$ cat src/cbcs_pkg.sv
// Package of constants and types for the bus cycle sequencer
package cbcs_pkg;
   // Machine states, one-hot
   typedef enum logic [9:0]
   {
      ST_T1    = 10'h001,
      ST_T2    = 10'h002,
      ST_WAIT  = 10'h004,
      ST_T3    = 10'h008,
      ST_T4    = 10'h010,
      ST_T5    = 10'h020,
      ST_T6    = 10'h040,
      ST_RESET = 10'h080,
      ST_HALT  = 10'h100,
      ST_HOLD  = 10'h200
   } cbcs_state_e;

   // Machine cycle types
   typedef enum logic [2:0]
   {
      CY_OF  = 3'h0,
      CY_MR  = 3'h1,
      CY_MW  = 3'h2,
      CY_IOR = 3'h3,
      CY_IOW = 3'h4,
      CY_INA = 3'h5,
      CY_BI  = 3'h6
   } cbcs_cycle_e;

   // CPU clock: 40 MHz master divided by two half periods
   localparam int unsigned CLK_HALF_CYCLES = 1;

   // APB byte addresses
   localparam logic [7:0] ADDR_CTRL   = 8'h00;
   localparam logic [7:0] ADDR_ADDR   = 8'h04;
   localparam logic [7:0] ADDR_WDATA  = 8'h08;
   localparam logic [7:0] ADDR_PC     = 8'h0C;
   localparam logic [7:0] ADDR_STATUS = 8'h10;
   localparam logic [7:0] ADDR_DATA   = 8'h14;

   // Control register fields
   localparam int unsigned CTRL_TYPE_LSB = 0;
   localparam int unsigned CTRL_NOALE    = 3;
   localparam int unsigned CTRL_GO       = 4;
   localparam int unsigned CTRL_INTEN    = 5;
   localparam int unsigned CTRL_MASK_LSB = 6;
   localparam int unsigned CTRL_FIRST    = 9;
   localparam int unsigned CTRL_CLR75    = 10;

   // Status register fields
   localparam int unsigned STAT_PEND   = 10;
   localparam int unsigned STAT_HLDA   = 11;
   localparam int unsigned STAT_IRQ    = 12;
   localparam int unsigned STAT_LAT75  = 13;

   // Opcode decode patterns
   localparam logic [7:0] DEC_PAIR_MASK = 8'hCF;
   localparam logic [7:0] DEC_PAIR_VAL  = 8'h0B;
   localparam logic [7:0] RST_MASK      = 8'hC7;
   localparam logic [7:0] RST_VAL       = 8'hC7;

   // Values after reset
   localparam logic [15:0] PC_RESET = 16'h0000;
endpackage

$ cat src/cbcs_sequencer.sv
// Machine cycle sequencer and multiplexed bus driver with APB control
`timescale 1ns/1ps
module cbcs_sequencer
   import cbcs_pkg::*;
(
   input  wire logic        mclk_i,
   input  wire logic        reset_i,
   input  wire logic        psel_i,
   input  wire logic        penable_i,
   input  wire logic        pwrite_i,
   input  wire logic [7:0]  paddr_i,
   input  wire logic [31:0] pwdata_i,
   output logic      [31:0] prdata_o,
   output logic             pready_o,
   output logic             pslverr_o,
   input  wire logic        ready_i,
   input  wire logic        hold_i,
   input  wire logic        trap_i,
   input  wire logic        rst75_i,
   input  wire logic        rst65_i,
   input  wire logic        rst55_i,
   input  wire logic        intr_i,
   input  wire logic [7:0]  muxed_addr_data_lines_i,
   output logic             cpu_clk_o,
   output logic             hold_ack_o,
   output logic             status_bit_zero_o,
   output logic             status_bit_one_o,
   output logic             io_mem_sel_o,
   output logic             io_mem_sel_oe_o,
   output logic [7:0]       upper_address_lines_o,
   output logic             upper_address_oe_o,
   output logic [7:0]       muxed_addr_data_lines_o,
   output logic             muxed_addr_data_oe_o,
   output logic             rd_n_o,
   output logic             wr_n_o,
   output logic             strobe_oe_o,
   output logic             interrupt_ack_strobe_n_o,
   output logic             ale_o
);
   import cbcs_pkg::*;

   cbcs_state_e state;
   cbcs_state_e next_state;
   cbcs_cycle_e cmd_type;
   cbcs_cycle_e cur_type;
   cbcs_cycle_e ty;
   logic        cpu_clk;
   logic        fall_en;
   logic        cmd_pending;
   logic        cmd_noale;
   logic        cmd_first;
   logic        int_en;
   logic [2:0]  int_mask;
   logic [15:0] cmd_addr;
   logic [7:0]  cmd_wdata;
   logic [15:0] pc;
   logic [15:0] cur_addr;
   logic [15:0] ad16;
   logic [7:0]  cur_wdata;
   logic        cur_first;
   logic [7:0]  instr_reg;
   logic [7:0]  read_data;
   logic        hold_ack_flop;
   logic        rst75_prev;
   logic        rst75_latch;
   logic        pending_usable_irq;
   logic        acc;
   logic        wr_acc;
   logic        go_wr;
   logic        start_cycle;
   logic        end_state;
   logic        is_read;
   cbcs_state_e boundary;
   logic        next_s1;
   logic        next_s0;
   logic        next_sel;
   logic        next_sel_oe;
   logic        next_up_oe;
   logic [7:0]  next_ad;
   logic        next_ad_oe;
   logic        next_rd_n;
   logic        next_wr_n;
   logic        next_strb_oe;
   logic        next_interrupt_ack_strobe_n;
   logic        next_ale;

   // Single clock; the sequencer steps on the CPU clock fall enable
   cbcs_clk_div u_clk_div
   (
      .mclk_i    (mclk_i),
      .reset_i   (reset_i),
      .cpu_clk_o (cpu_clk),
      .fall_en_o (fall_en)
   );

   // Type and status encoding of each machine cycle
   function automatic logic [2:0] cyc_status(input cbcs_cycle_e t);
      case (t)
         CY_OF:   cyc_status = 3'h3;
         CY_MR:   cyc_status = 3'h2;
         CY_MW:   cyc_status = 3'h1;
         CY_IOR:  cyc_status = 3'h6;
         CY_IOW:  cyc_status = 3'h5;
         CY_INA:  cyc_status = 3'h7;
         default: cyc_status = 3'h2;
      endcase
   endfunction

   // APB access phase strobes; answer comes one cycle into access
   assign acc    = psel_i & penable_i & pready_o;
   assign wr_acc = acc & pwrite_i;
   assign go_wr  = wr_acc & (paddr_i == ADDR_CTRL) & pwdata_i[CTRL_GO];

   // Interrupt qualification; masks only cover the restart inputs
   assign pending_usable_irq = int_en & (trap_i | intr_i
      | (rst55_i & ~int_mask[0]) | (rst65_i & ~int_mask[1])
      | (rst75_latch & ~int_mask[2]));

   assign is_read  = (cur_type == CY_OF) | (cur_type == CY_MR) | (cur_type == CY_IOR);

   // Next machine cycle start, or halt, or hold
   assign boundary = hold_ack_flop ? ST_HOLD : (cmd_pending ? ST_T1 : ST_HALT);

   // State transition choice
   always_comb
   begin
      case (state)
         ST_RESET: next_state = ST_T1;
         ST_T1:    next_state = ST_T2;
         ST_T2:    next_state = ready_i ? ST_T3 : ST_WAIT;
         ST_WAIT:  next_state = ready_i ? ST_T3 : ST_WAIT;
         ST_T3:    next_state = cur_first ? ST_T4 : boundary;
         ST_T4:    next_state = ((instr_reg & DEC_PAIR_MASK) == DEC_PAIR_VAL)
                                ? ST_T5 : boundary;
         ST_T5:    next_state = ST_T6;
         ST_T6:    next_state = boundary;
         ST_HALT:  next_state = boundary;
         ST_HOLD:  next_state = hold_i ? ST_HOLD : (cmd_pending ? ST_T1 : ST_HALT);
         default:  next_state = ST_RESET;
      endcase
   end

   assign start_cycle = fall_en & (next_state == ST_T1);
   assign end_state   = fall_en & (state == ST_T3);

   // Type and address seen by the pins in the coming state
   assign ty   = (next_state == ST_T1) ? cmd_type : cur_type;
   assign ad16 = (next_state == ST_T1)
                 ? (((cmd_type == CY_OF) | (cmd_type == CY_INA)) ? pc : cmd_addr)
                 : cur_addr;

   // Pin values for the coming state
   always_comb
   begin
      {next_sel, next_s1, next_s0} = cyc_status(ty);
      next_sel_oe  = 1'b1;
      next_up_oe   = 1'b1;
      next_ad      = ad16[7:0];
      next_ad_oe   = 1'b0;
      next_rd_n    = 1'b1;
      next_wr_n    = 1'b1;
      next_strb_oe = 1'b1;
      next_interrupt_ack_strobe_n  = 1'b1;
      next_ale     = 1'b0;
      case (next_state)
         ST_T1:
         begin
            next_ad_oe = 1'b1;
            next_ale   = ~cmd_noale;
         end
         ST_T2, ST_WAIT, ST_T3:
         begin
            // Identical in wait so the bus is frozen as in state two
            next_ad    = cur_wdata;
            next_ad_oe = (ty == CY_MW) | (ty == CY_IOW);
            next_wr_n  = ~((ty == CY_MW) | (ty == CY_IOW));
            next_rd_n  = ~((ty == CY_OF) | (ty == CY_MR) | (ty == CY_IOR));
            next_interrupt_ack_strobe_n = ~(ty == CY_INA);
         end
         ST_T4, ST_T5, ST_T6:
         begin
            next_s1  = 1'b1;
            next_s0  = 1'b1;
            next_sel = (ty == CY_INA) | ((instr_reg & RST_MASK) == RST_VAL);
         end
         default:
         begin
            // Reset, halt and hold release the shared lines
            next_sel_oe  = 1'b0;
            next_up_oe   = 1'b0;
            next_strb_oe = 1'b0;
            next_s1      = 1'b0;
            next_s0      = 1'b0;
         end
      endcase
   end

   // Machine state register
   always_ff @(posedge mclk_i)
   begin
      if (reset_i)
         state <= ST_RESET;
      else if (fall_en)
         state <= next_state;
   end

   // Pin flops, updated only at the CPU clock fall
   always_ff @(posedge mclk_i)
   begin
      if (reset_i)
      begin
         status_bit_one_o         <= 1'b0;
         status_bit_zero_o        <= 1'b0;
         io_mem_sel_o             <= 1'b0;
         io_mem_sel_oe_o          <= 1'b0;
         upper_address_lines_o    <= 8'h00;
         upper_address_oe_o       <= 1'b0;
         muxed_addr_data_lines_o  <= 8'h00;
         muxed_addr_data_oe_o     <= 1'b0;
         rd_n_o                   <= 1'b1;
         wr_n_o                   <= 1'b1;
         strobe_oe_o              <= 1'b0;
         interrupt_ack_strobe_n_o <= 1'b1;
         ale_o                    <= 1'b0;
      end
      else if (fall_en)
      begin
         status_bit_one_o         <= next_s1;
         status_bit_zero_o        <= next_s0;
         io_mem_sel_o             <= next_sel;
         io_mem_sel_oe_o          <= next_sel_oe;
         upper_address_lines_o    <= ad16[15:8];
         upper_address_oe_o       <= next_up_oe;
         muxed_addr_data_lines_o  <= next_ad;
         muxed_addr_data_oe_o     <= next_ad_oe;
         rd_n_o                   <= next_rd_n;
         wr_n_o                   <= next_wr_n;
         strobe_oe_o              <= next_strb_oe;
         interrupt_ack_strobe_n_o <= next_interrupt_ack_strobe_n;
         ale_o                    <= next_ale;
      end
   end

   // Current cycle capture and program counter step as a fetch starts
   always_ff @(posedge mclk_i)
   begin
      if (reset_i)
      begin
         cur_type  <= CY_OF;
         cur_addr  <= 16'h0000;
         cur_wdata <= 8'h00;
         cur_first <= 1'b1;
         pc        <= PC_RESET;
      end
      else
      begin
         if (start_cycle)
         begin
            cur_type  <= cmd_type;
            cur_addr  <= ad16;
            cur_wdata <= cmd_wdata;
            cur_first <= (cmd_type == CY_OF) | cmd_first;
         end
         if (start_cycle & (cmd_type == CY_OF))
            pc <= pc + 16'h0001;
         else if (wr_acc & (paddr_i == ADDR_PC))
            pc <= pwdata_i[15:0];
      end
   end

   // Data captured at the end of state three, strobe then rises
   always_ff @(posedge mclk_i)
   begin
      if (reset_i)
      begin
         instr_reg <= 8'h00;
         read_data <= 8'h00;
      end
      else if (end_state & (is_read | (cur_type == CY_INA)))
      begin
         read_data <= muxed_addr_data_lines_i;
         if (cur_first)
            instr_reg <= muxed_addr_data_lines_i;
      end
   end

   // Hold acknowledge: set in states two to five, wait or halt, takes effect next state
   always_ff @(posedge mclk_i)
   begin
      if (reset_i)
         hold_ack_flop <= 1'b0;
      else if (fall_en)
      begin
         if (state == ST_HOLD)
            hold_ack_flop <= hold_i;
         else if (hold_i & ((state == ST_T2) | (state == ST_WAIT) | (state == ST_T3)
                  | (state == ST_T4) | (state == ST_T5) | (state == ST_HALT)))
            hold_ack_flop <= 1'b1;
      end
   end
   assign hold_ack_o = hold_ack_flop;

   // Restart 7.5 edge latch; a new edge beats a clear
   always_ff @(posedge mclk_i)
   begin
      if (reset_i)
      begin
         rst75_prev  <= 1'b0;
         rst75_latch <= 1'b0;
      end
      else
      begin
         rst75_prev <= rst75_i;
         if (rst75_i & ~rst75_prev)
            rst75_latch <= 1'b1;
         else if (wr_acc & (paddr_i == ADDR_CTRL) & pwdata_i[CTRL_CLR75])
            rst75_latch <= 1'b0;
      end
   end

   // Command registers; a go write beats the consume at cycle start
   always_ff @(posedge mclk_i)
   begin
      if (reset_i)
      begin
         cmd_pending <= 1'b1;
         cmd_type    <= CY_OF;
         cmd_noale   <= 1'b0;
         cmd_first   <= 1'b0;
         int_en      <= 1'b0;
         int_mask    <= 3'h7;
         cmd_addr    <= 16'h0000;
         cmd_wdata   <= 8'h00;
      end
      else
      begin
         if (go_wr)
            cmd_pending <= 1'b1;
         else if (start_cycle)
            cmd_pending <= 1'b0;
         if (wr_acc & (paddr_i == ADDR_CTRL))
         begin
            cmd_type  <= cbcs_cycle_e'(pwdata_i[CTRL_TYPE_LSB +: 3]);
            cmd_noale <= pwdata_i[CTRL_NOALE];
            int_en    <= pwdata_i[CTRL_INTEN];
            int_mask  <= pwdata_i[CTRL_MASK_LSB +: 3];
            cmd_first <= pwdata_i[CTRL_FIRST];
         end
         if (wr_acc & (paddr_i == ADDR_ADDR))
            cmd_addr <= pwdata_i[15:0];
         if (wr_acc & (paddr_i == ADDR_WDATA))
            cmd_wdata <= pwdata_i[7:0];
      end
   end

   // APB answer: one wait cycle so read data comes from a flop
   always_ff @(posedge mclk_i)
   begin
      if (reset_i)
      begin
         pready_o  <= 1'b0;
         pslverr_o <= 1'b0;
         prdata_o  <= 32'h0000_0000;
      end
      else
      begin
         pready_o  <= psel_i & penable_i & ~pready_o;
         pslverr_o <= 1'b0;
         prdata_o  <= 32'h0000_0000;
         if (psel_i & penable_i & ~pready_o)
         begin
            if (paddr_i == ADDR_CTRL)
               prdata_o <= {22'h0, cmd_first, int_mask, int_en, 1'b0, cmd_noale,
                            cmd_type};
            else if (paddr_i == ADDR_ADDR)
               prdata_o <= {16'h0, cmd_addr};
            else if (paddr_i == ADDR_WDATA)
               prdata_o <= {24'h0, cmd_wdata};
            else if (paddr_i == ADDR_PC)
               prdata_o <= {16'h0, pc};
            else if (paddr_i == ADDR_STATUS)
               prdata_o <= {18'h0, rst75_latch, pending_usable_irq, hold_ack_flop,
                            cmd_pending, state};
            else if (paddr_i == ADDR_DATA)
               prdata_o <= {16'h0, read_data, instr_reg};
            else
               pslverr_o <= 1'b1;
         end
      end
   end

   assign cpu_clk_o = cpu_clk;
endmodule // cbcs_sequencer

$ cat src/cbcs_clk_div.sv
// CPU clock divider with falling-edge enable pulse
`timescale 1ns/1ps
module cbcs_clk_div
   import cbcs_pkg::*;
(
   input  wire logic mclk_i,
   input  wire logic reset_i,
   output logic      cpu_clk_o,
   output logic      fall_en_o
);
   logic [7:0] half_cnt;
   logic       half_end;

   assign half_end  = (half_cnt == 8'(CLK_HALF_CYCLES - 1));
   // Pulse in the master cycle whose edge drops the CPU clock
   assign fall_en_o = half_end & cpu_clk_o;

   // Half period counter and clock toggle
   always_ff @(posedge mclk_i)
   begin
      if (reset_i)
      begin
         half_cnt  <= 8'h00;
         cpu_clk_o <= 1'b0;
      end
      else if (half_end)
      begin
         half_cnt  <= 8'h00;
         cpu_clk_o <= ~cpu_clk_o;
      end
      else
      begin
         half_cnt <= half_cnt + 8'h01;
      end
   end
endmodule // cbcs_clk_div

$ cat config.mk
export PLATFORM = sky130hd
export DESIGN_NAME = cbcs_sequencer
export DESIGN_NICKNAME = d
export VERILOG_FILES = /design/src/cbcs_pkg.sv /design/src/cbcs_sequencer.sv /design/src/cbcs_clk_div.sv
export SDC_FILE = /design/constraint.sdc
export NUM_CORES = 1
export LEC_CHECK = 0
export BUFFER_PORTS_ARGS = -buffer_cell sky130_fd_sc_hd__buf_2
export CELL_PAD_IN_SITES_DETAIL_PLACEMENT = 2
export CELL_PAD_IN_SITES_GLOBAL_PLACEMENT = 2
export CORE_MARGIN = 8
export CORE_UTILIZATION = 34
export DETAILED_ROUTE_END_ITERATION = 10
export GPL_TIMING_DRIVEN = 0
export MAX_ROUTING_LAYER = met4
export PLACE_DENSITY_LB_ADDON = 0.1
export SETUP_SLACK_MARGIN = 0.3
export SYNTH_ARGS = -nofsm -noshare
export SYNTH_HDL_FRONTEND = slang
export SYNTH_SLANG_ARGS = --single-unit
$ cat constraint.sdc
create_clock -name mclk_i -period 3.1 [get_ports mclk_i]
set_clock_uncertainty 0.05 [all_clocks]
set_input_delay 0.465 -clock mclk_i [delete_from_list [all_inputs] [get_ports mclk_i]]
set_output_delay 0.465 -clock mclk_i [all_outputs]
set_load 0.01 [all_outputs]
==> impl_metrics.toml, run 1 <==
[cts]
ctsHoldBuffers = 0
clk_latency_ns = 0.43
cts_sinks = 159
cts_buffer_depth = 2
cts_root_buffer = "clkbuf_16"
numCtsBuffers = 17
cts_tree = "yes"
clk_pin_slew_worst_paths_ns = 0.07
h-tree-depth = 4

[grt]
globalRouteOverflowTotal = 0
grt_pass1_wl_um = 49340
grt_max_degree = 17
first_global_vias = 8189
antenna_found_initial = 0
track_usage_pct = 23.36

[power]
comb_power_share_pct = 14.1
power_density_nw_per_um2 = 528.1
finalPower_w = 0.005059
switching_share_pct = 29.09
intPower_w = 0.003588
p_sw_w = 0.001472
p_clk_share_pct = 43.3
leakage_nw = 3.743
vdd_drop_max_mv = 0.2694
power_frac_seq_pct = 42.5

[layout]
fin_util_pct = 42.19
nets = 1153
fill_cells = 2604
final_area_um2 = 9580
area_growth_pct = 21.60
drive_above_1_share_pct = 22.48
antenna_cells = 0
final_cells = 1388

[sta]
finalHoldViolCount = 0
rsz0062_at_grt = "no"
setup_viol = 0
tightest_slew_ns = 0.9222
maxSlewViolCount = 0
slew_headroom_pct = 38.52
setup_tns_ns = 0
period_minus_slack_ns = 2.702
fmax_ghz = 0.3701
final.period_utilization_pct = 87.16

[worst_hold_path]
hold_class = "in -> reg"

[route]
num_vias = 7754
wl_per_cell_um = 23.79
routed_wl_um = 33020
drt_pass1_iterations = 5
drc_errors = 0
antenna_left = 0
initialDrtViolationCount = 484
via_per_inst = 5.586

[floorplanning]
core_um2 = 22710
die_area_um2 = 28300
fp.dieH_um = 168.2
num_io_pins = 123
die_w_um = 168.2
fp-row-count = 55
start_util_pct = 34.69

[run]
maxCapViolCount = 0

[placed_design]
dp_cells = 1340
dp_hpwl_um = 24260
gp_congestion = 0.8648
post_dp_cell_area_um2 = 8737
io_buffers = 89

[logic_synthesis]
synth_commonest_cells = "159 x dfxtp_1, 136 x nor2_1, 129 x nand2_1, 94 x a21oi_1, 48 x mux2i_1"
synth-seq-cells = 159
synth_cells = 951
synth_top_area_share_pct = 40.40
yosys_warnings = 0
postSynthAreaPerCell_um2 = 8.285
synthFlopType = "dfxtp_1"
synth_edf_count = 0
yosysUniqueCellTypes = 74
synthArstFlopShare_pct = 0
ys_top_cells_by_area = "dfxtp_1 40%, nor2_1 6.5%, nand2_1 6.1%"
yosysSeqAreaShare_pct = 40.40
yosysTopAreaCell = "dfxtp_1"
syn_area_um2 = 7879
yosysMostFrequentCell = "dfxtp_1"

[worst_setup_path]
startpoint_type = "flip-flop"
worstSetupPathType = "reg -> reg"
critPathArrivalTime_ns = 2.92
cp_max_fo = 10
cp.required_ns = 3.32
crit_path_end_kind = "flip-flop"

[run_status]
outcome = "complete, no violations"
==> worst max-delay path, stage by stage (launching register included) <==
cell and delay (ns):
dfxtp_1 0.41, buf_4 0.25, nor2_1 0.11, o21ai_0 0.18
a211oi_2 0.45, o2111ai_4 0.25, nor2b_4 0.21, buf_6 0.15
buf_2 0.20, a21oi_2 0.17, a21oi_1 0.10
==> stage by stage <==
step | hold slack [ns] | setup slack, ns
3_3_place_gp | 0.3897 | -0.001507
6_report | 0.2076 | 0.3980
3_5_place_dp | 0.3983 | -0.04844
5_1_grt | 0.2122 | 0.2364
2_1_floorplan | 0.3797 | 0.7938
4_1_cts | 0.2048 | 0.3049
==> area by class of cell <==
cell class / instances / area, um2 / share of cell area, %
Buffer: 85 / 486.7 / 5.080
Timing Repair Buffer: 105 / 578.1 / 6.034
Tap cell: 285 / 356.6 / 3.722
Multi-Input combinational cell: 705 / 4322 / 45.11
Clock buffer: 18 / 439.2 / 4.584
Inverter: 17 / 63.81 / 0.6661
Sequential cell: 159 / 3183 / 33.22
Clock inverter: 14 / 151.4 / 1.580
==> power by group through the flow <==
stage	Sequential, W	Combinational [W]	Clock [W]
5_1_grt	0.00216	0.000772	0.00231
4_1_cts	0.00215	0.000674	0.00222
6_report	0.00215	0.000714	0.00219
3_3_place_gp	0.00219	0.000648	0
3_5_place_dp	0.00220	0.000662	0
2_1_floorplan	0.00220	0.000404	0
==> worst paths after layout <==
kind	startpoint	endpoint	slack (ns)	depth (start not counted)
min reg2reg	upper_address_lines_o[4]$_SDFFE_PP0P_	upper_address_lines_o[4]$_SDFFE_PP0P_	0.40	2
min	rst75_i	rst75_prev$_SDFF_PP0_	0.21	2
max	state[8]$_SDFFE_PP0P_	pc[7]$_SDFFE_PP0P_	0.40	10
max reg2reg	state[8]$_SDFFE_PP0P_	pc[7]$_SDFFE_PP0P_	0.40	10
==> per-layer routing <==
layer  up-vias  GRT usage (%)  part of all wire (%)
met1      3930          30.62                    47
met2       201          36.61                    47
li1       3589              -                     -
met4         0          6.638                   2.0
met5         -              -                     0
met3        34          3.835                   4.3
==> what timing repair did <==
action                                  CTS  global route
buffers inserted                          0            16
endpoints found under the setup margin   46            66
gates resized for setup                  10            28
gates cloned                              0             0
pin swaps                                 0             5
==> cell families (layout without fill, tap and decap cells) <==
logic type | after synthesis | after routing | synth area share, %
AND/OR/NAND/NOR | 393 | 393 | 24.01
flip-flops | 159 | 159 | 40.40
XOR/XNOR | 12 | 12 | 1.334
multiplexers | 53 | 53 | 6.813
buffers and inverters | 102 | 239 | 6.702
AO/OA/AOI/OAI | 228 | 228 | 20.22
other | 1 | 16 | 0.04760
adder cells (fa/ha/maj) | 3 | 3 | 0.4765
==> cells in the final DEF (no fill, tap or decap), types with 9 or more instances in the layout <==
cell type  netlist  routed
a211oi_1        15      12
a211oi_2        16      18
a21oi_1         94      92
buf_2           13     103
buf_4           26      40
clkbuf_1        39      31
clkbuf_16        0      17
conb_1           1      16
dfxtp_1        159     159
inv_1           17      17
mux2i_1         48      48
nand2_1        129     127
nand3_1         19      19
nor2_1         136     134
nor2b_1         15      15
nor3_1          26      25
nor3b_1          9       9
o211ai_1         9       9
o21ai_0         23      23
o21ai_1          9       9
Power figures use the tool's default switching activity.
==> inputs of run 2 (changes only) <==
--- a/config.mk
+++ b/config.mk
@@ -5,11 +5,12 @@
 export SDC_FILE = /design/constraint.sdc
 export NUM_CORES = 1
 export LEC_CHECK = 0
+export ABC_CLOCK_PERIOD_IN_PS = 2300
 export BUFFER_PORTS_ARGS = -buffer_cell sky130_fd_sc_hd__buf_2
 export CELL_PAD_IN_SITES_DETAIL_PLACEMENT = 2
 export CELL_PAD_IN_SITES_GLOBAL_PLACEMENT = 2
 export CORE_MARGIN = 8
-export CORE_UTILIZATION = 34
+export CORE_UTILIZATION = 30
 export DETAILED_ROUTE_END_ITERATION = 10
 export GPL_TIMING_DRIVEN = 0
 export MAX_ROUTING_LAYER = met4
==> constraint.sdc (replaced) <==
create_clock -name mclk_i -period 2.3 [get_ports mclk_i]
set_clock_uncertainty 0.05 [all_clocks]
set_input_delay 0.345 -clock mclk_i [delete_from_list [all_inputs] [get_ports mclk_i]]
set_output_delay 0.345 -clock mclk_i [all_outputs]
set_load 0.01 [all_outputs]
==> run 2 against run 1 <==
  * The flow now finishes with violations (negative setup slack)
  * Clock power increased by 41%
  * Worst setup slack lost 0.66 ns
  * Global-route usage up 0.24 points
  * Critical path depth fell by 2
  * Total power is 49% higher
  * Core utilization rose by 2.9 points
  * First-iteration DRC count shrank 19%
  * Flip-flop and latch count did not move
  * Sequential share of layout area is 5.8 points lower
  * Cell count up 8.5%
  * Largest power group unchanged
==> impl_metrics.toml, run 2 (synthesis gave the netlist of run 1 again) <==
[cts]
cts_buffer_depth = 2
clk_pin_slew_worst_paths_ns = 0.07
clk_latency_ns = 0.43
cts_sinks = 159
cts_root_buffer = "clkbuf_16"
cts_tree = "yes"
h-tree-depth = 4
ctsHoldBuffers = 0
numCtsBuffers = 17

[floorplanning]
die_w_um = 178.1
start_util_pct = 30.41
fp-row-count = 59
fp.dieH_um = 178.1
num_io_pins = 123
core_um2 = 25910
die_area_um2 = 31700

[placed_design]
gp_congestion = 0.8574
dp_hpwl_um = 25120
io_buffers = 89
dp_cells = 1390
dp_slack_ns = -0.7184

[grt]
antenna_found_initial = 0
grt_pass1_wl_um = 54560
grt_max_degree = 17
track_usage_pct = 23.60
first_global_vias = 8644
globalRouteOverflowTotal = 0

[power]
power_frac_seq_pct = 38.8
leakage_nw = 4.472
vdd_drop_max_mv = 0.3787
comb_power_share_pct = 20.3
power_density_nw_per_um2 = 644.1
p_sw_w = 0.002282
intPower_w = 0.005247
p_clk_share_pct = 40.9
switching_share_pct = 30.31

[route]
drt_pass1_iterations = 5
num_vias = 8094
antenna_left = 0
routed_wl_um = 37400
drc_errors = 0
wl_per_cell_um = 24.83
via_per_inst = 5.375
initialDrtViolationCount = 394

[layout]
fin_util_pct = 45.11
layout_common_cells = "147 x dfxtp_1, 112 x nor2_1, 95 x nand2_1"
final_common_cell = "dfxtp_1"
nets = 1221
drive_above_1_share_pct = 42.78
final_cells = 1506
antenna_cells = 0
area_growth_pct = 48.36

[run_status]
outcome = "finished, violations left"
violations = "negative setup slack"

[worst_setup_path]
crit_path_end_kind = "flip-flop"
cp_slowest_stage_delay_ns = 0.43
worstSetupPathType = "reg -> reg"
crit_chain = "nor4_2 > nand2_2 > o32a_4 > a211oi_4 > buf_6 > clkbuf_16 > mux2i_2 > nor2_1"
r2r_slack_ns = -0.26
timing.rr.end = "cur_wdata[5]$_SDFFE_PP0P_"
critPathBufInv = 2
cp_slowest_cell = "o32a_4"
crit_family = "compound AO/OA/AOI/OAI gates"
cp_max_fo = 6
critPathArrivalTime_ns = 2.79
startpoint_type = "flip-flop"
reg2reg_from = "state[0]$_SDFFE_PP0P_"
cp.required_ns = 2.53
rr_worst_depth = 8

[sta]
slew_headroom_pct = 29.46
finalHoldViolCount = 0
fmax_ghz = 0.3910
fin_ws_ns = -0.2574
hold_ws_ns = 0.09471
period_minus_slack_ns = 2.557
setup_viol = 94
tightest_slew_ns = 1.058
final.period_utilization_pct = 111.2
rsz0062_at_grt = "yes"
maxSlewViolCount = 0

[worst_hold_path]
worstHoldEndpoint = "rst75_prev$_SDFF_PP0_"
hold_depth = 2
hold_class = "in -> reg"
min_from = "rst75_i"

[run]
maxCapViolCount = 0
## run 2: cell count changes in the layout (fill, tap and decap cells not counted), sizes merged
cell      previous run  this run
buf                152       219
clkbuf              56        58
clkinv               4         3
clkinvlp             1         0
inv                 24        25
## run 2: final cells by class
cell class	count	area, um2
Tap cell	335	419.2
Fill cell	2797	14220
Sequential cell	159	3206
Clock buffer	19	452.9
Clock inverter	13	168.9
Timing Repair Buffer	173	1348
Buffer	85	780.7
Inverter	17	66.31
Multi-Input combinational cell	705	5248
## run 2: worst max-delay path by stage
stage,endpoint,slack (ns),depth (start not counted),start
detailed placement,prdata_o[7]$_SDFF_PP0_,-0.72,8,paddr_i[0]
global route,cur_wdata[1]$_SDFFE_PP0P_,-0.36,8,state[0]$_SDFFE_PP0P_
CTS,pc[14]$_SDFFE_PP0P_,-0.28,10,u_clk_div.half_cnt[0]$_SDFF_PP0_
finish,cur_wdata[5]$_SDFFE_PP0P_,-0.26,8,state[0]$_SDFFE_PP0P_
global placement,prdata_o[7]$_SDFF_PP0_,-0.67,8,paddr_i[0]
floorplan,pc[14]$_SDFFE_PP0P_,0.07,10,u_clk_div.half_cnt[0]$_SDFF_PP0_
## run 2: layer usage
metal / part of all wire [%] / vias up / wire, um / GRT usage, %
li1: - / 3745 / - / -
met4: 2.9 / 0 / 1094 / 8.232
met2: 48 / 176 / 18000 / 37.29
met5: 0 / - / 0 / -
met1: 46 / 4125 / 17160 / 30.10
met3: 3.1 / 48 / 1142 / 3.937
## run 2: power by group through the flow
stage / logic, W / clock network [W] / registers [W]
after floorplan: 0.000618 / 0 / 0.00297
after global placement: 0.000963 / 0 / 0.00297
after detailed placement: 0.000980 / 0 / 0.00297
after CTS: 0.00131 / 0.00313 / 0.00292
after global routing: 0.00162 / 0.00327 / 0.00293
final: 0.00153 / 0.00308 / 0.00292
## run 2: through the flow
stage,area [um2],TNS (ns),power (W)
global placement,9082,-44.88,0.003930
floorplan,8218,0,0.003588
finish,11690,-11.17,0.007529
global route,11690,-20.37,0.007813
CTS,11020,-13.67,0.007362
detailed placement,9082,-48.68,0.003951
## run 2: worst reg2reg max path, stage by stage (launching register included)
cell and delay [ns]:
dfxtp_2 0.39, nor4_2 0.35, nand2_2 0.17, o32a_4 0.43, a211oi_4 0.33, buf_6 0.21, clkbuf_16 0.17, mux2i_2 0.22
nor2_1 0.08
## run 2: what timing repair did
action	in CTS	in global routing
gates cloned	6	4
buffers inserted	45	29
pin swaps	67	42
endpoints found under the setup margin	144	133
resized for setup	206	109
==> inputs of run 3 (changes only) <==
--- a/config.mk
+++ b/config.mk
@@ -5,12 +5,13 @@
 export SDC_FILE = /design/constraint.sdc
 export NUM_CORES = 1
 export LEC_CHECK = 0
+export ABC_AREA = 1
 export ABC_CLOCK_PERIOD_IN_PS = 2300
 export BUFFER_PORTS_ARGS = -buffer_cell sky130_fd_sc_hd__buf_2
 export CELL_PAD_IN_SITES_DETAIL_PLACEMENT = 2
 export CELL_PAD_IN_SITES_GLOBAL_PLACEMENT = 2
 export CORE_MARGIN = 8
-export CORE_UTILIZATION = 30
+export CORE_UTILIZATION = 29
 export DETAILED_ROUTE_END_ITERATION = 10
 export GPL_TIMING_DRIVEN = 0
 export MAX_ROUTING_LAYER = met4
==> run 3 against run 2 <==
  * The run now ends clean
  * Critical path depth rose by 8
  * Routed wire length is 4.3% lower
  * Cell count increased by 5.9%
  * Worst setup slack improved by 0.36 ns
  * Die area about the same
  * Critical endpoint is now io_mem_sel_o$_SDFFE_PP0P_
  * Largest cell class unchanged
  * Largest power group unchanged
  * Highest routed layer unchanged
==> impl_metrics.toml, run 3 <==
[logic_synthesis]
syn_area_um2 = 7614
yosysTopAreaCell = "dfxtp_1"
synthFlopType = "dfxtp_1"
yosysUniqueCellTypes = 50
yosysMostFrequentCell = "nand2_1"
synthArstFlopShare_pct = 0
postSynthAreaPerCell_um2 = 7.217
synth_top_area_share_pct = 41.81
synth_edf_count = 0
ys_top_cells_by_area = "dfxtp_1 42%, nand2_1 7.9%, o21ai_0 7.8%"
yosysSeqAreaShare_pct = 41.81
synth_commonest_cells = "161 x nand2_1, 159 x dfxtp_1, 132 x nor2_1, 118 x o21ai_0, 112 x inv_1"
synth-seq-cells = 159
yosys_warnings = 0
synth_cells = 1055

[worst_setup_path]
cp_max_fo = 4
cp.depth = 16
cp.required_ns = 2.64
worstSetupPathType = "reg -> reg"
crit_family = "simple AND/OR/NAND/NOR gates"
cp_slowest_stage_delay_ns = 0.36
critPathBufInv = 3
reg2reg_from = "state[4]$_SDFFE_PP0P_"
critPathArrivalTime_ns = 2.54
r2r_slack_ns = 0.10
cp_slowest_cell = "dfxtp_4"
crit_chain = "nor2_4 > nand2_2 > nor2_4 > nand2_2 > nand2_2 > nand2_2 > nand4_4 > buf_6 > buf_4 > buf_4 > nand2_1 > nand2_2 > nand2_2 > o21bai_1 > nand3_1 > nand2_1"
rr_worst_depth = 16
cpMostUsedCell = "nand2_2"
endpoint = "io_mem_sel_o$_SDFFE_PP0P_"
timing.rr.end = "io_mem_sel_o$_SDFFE_PP0P_"
crit_start = "state[4]$_SDFFE_PP0P_"
startpoint_type = "flip-flop"
crit_path_end_kind = "flip-flop"

[layout]
antenna_cells = 0
nets = 1310
final_common_cell = "dfxtp_1"
layout_common_cells = "142 x dfxtp_1, 133 x nand2_1, 109 x nor2_1"
final_area_um2 = 10650
area_growth_pct = 39.82
drive_above_1_share_pct = 33.10
final_cells = 1595

[sta]
final.period_utilization_pct = 95.60
finalHoldViolCount = 0
fmax_ghz = 0.4548
slew_headroom_pct = 38.44
rsz0062_at_grt = "yes"
tightest_slew_ns = 0.9235
setup_viol = 0
fin_ws_ns = 0.1013
period_minus_slack_ns = 2.199
maxSlewViolCount = 0
hold_ws_ns = 0.07331

[run_status]
outcome = "complete, no violations"

[floorplanning]
die_w_um = 178.0
core_um2 = 25910
fp-row-count = 59
num_io_pins = 123
start_util_pct = 29.38
fp.dieH_um = 178.0
die_area_um2 = 31690

[cts]
clk_latency_ns = 0.44
cts_sinks = 159
cts_buffer_depth = 2
clk_pin_slew_worst_paths_ns = 0.08
h-tree-depth = 4
numCtsBuffers = 17
cts_root_buffer = "clkbuf_16"
cts_tree = "yes"

[grt]
grt_pass1_wl_um = 52600
track_usage_pct = 22.64
grt_max_degree = 20
globalRouteOverflowTotal = 0
first_global_vias = 8741
antenna_found_initial = 0

[placed_design]
dp_slack_ns = -0.4235
gp_congestion = 0.8343
dp_hpwl_um = 25480
post_dp_cell_area_um2 = 8534
dp_cells = 1494
io_buffers = 89

[worst_hold_path]
hold_class = "in -> reg"

[route]
antenna_left = 0
drt_pass1_iterations = 5
wl_per_cell_um = 22.44
num_vias = 8238
via_per_inst = 5.165
drc_errors = 0
initialDrtViolationCount = 488
routed_wl_um = 35790

[power]
leakage_nw = 4.575
vdd_drop_max_mv = 0.3595
power_density_nw_per_um2 = 679.6

[run]
maxCapViolCount = 0
## run 3: cell types whose count changed in the layout (fill, tap and decap cells not counted), moves of 18 or more
| cell | delta |
|---|---|
| nand2_1 | +38 |
| a21oi_1 | +22 |
| inv_1 | +86 |
| o21ai_1 | +18 |
| mux2i_1 | -33 |
| a21oi_2 | -24 |
| o21ai_0 | +65 |
| a211oi_2 | -23 |
## run 3: worst reg2reg max path, cell delays in order (launching register included)
cell and delay, ns:
dfxtp_4 0.36, nor2_4 0.19, nand2_2 0.10, nor2_4 0.15
nand2_2 0.07, nand2_2 0.07, nand2_2 0.06, nand4_4 0.13
buf_6 0.13, buf_4 0.09, buf_4 0.09, nand2_1 0.05
nand2_2 0.13, nand2_2 0.08, o21bai_1 0.17, nand3_1 0.15
nand2_1 0.08
## run 3: area by class of cell
type / instances / area, um2
fillers: 2987 / 15270
inverters: 121 / 495.5
clock buffers: 17 / 425.4
plain buffers: 66 / 504.2
well taps: 335 / 419.2
clock inverters: 15 / 186.4
flip-flops and latches: 159 / 3222
repair buffers: 158 / 1122
multi-input cells: 724 / 4270
## run 3: logic make-up (layout without fill, tap and decap cells)
family / Yosys count / count (layout) / share of synthesized area (%)
other: 1 / 16 / 0.04925
muxes: 3 / 3 / 0.4437
DFF: 159 / 159 / 41.81
buffers and inverters: 187 / 377 / 10.86
xor gates and xnor gates: 14 / 14 / 1.611
adders and majority gates: 3 / 3 / 0.4931
and+or+nand+nor: 402 / 402 / 23.65
AOI/OAI and AO/OA: 286 / 286 / 21.08
## run 3: worst min path at each step
stage                               start                       end  slack, ns  cells past startpoint
CTS                               ready_i     state[2]$_SDFFE_PP0P_       0.05                      2
detailed placement  rst75_prev$_SDFF_PP0_  rst75_latch$_SDFFE_PP0P_       0.38                      1
floorplan           rst75_prev$_SDFF_PP0_  rst75_latch$_SDFFE_PP0P_       0.36                      1
finish                            ready_i     state[2]$_SDFFE_PP0P_       0.07                      2
global placement    rst75_prev$_SDFF_PP0_  rst75_latch$_SDFFE_PP0P_       0.37                      1
global route                      ready_i     state[2]$_SDFFE_PP0P_       0.07                      2
## run 3: where the power goes
group / switching (W) / total, W / internal [W]
Clock: 0.00148 / 0.00296 / 0.00148
Combinational: 0.000784 / 0.00133 / 0.000547
Sequential: 0.0000812 / 0.00294 / 0.00286
Total: 0.00235 / 0.00723 / 0.00489
## run 3: through the flow
| stage | util, % | power, W | TNS (ns) |
|---|---|---|---|
| 2_1_floorplan | - | 0.003530 | 0 |
| 3_3_place_gp | 32.94 | 0.003882 | -14.24 |
| 3_5_place_dp | 32.94 | 0.003901 | -16.09 |
| 4_1_cts | 38.68 | 0.007094 | 0 |
| 5_1_grt | 41.08 | 0.007517 | -0.01665 |
| 6_report | 41.08 | 0.007234 | 0 |
## run 3: routing by layer
metal / global-route usage [%] / routed length (um)
met5: - / 0
met4: 8.024 / 1017
met3: 2.815 / 1482
met2: 37.10 / 17150
met1: 28.32 / 16140
## run 3: repair_timing
action	CTS	global route
gates resized for setup	162	144
setup buffers	42	21
hold buffers	0	0
cloned	4	2
setup endpoints to repair	118	108
pin swaps	34	32
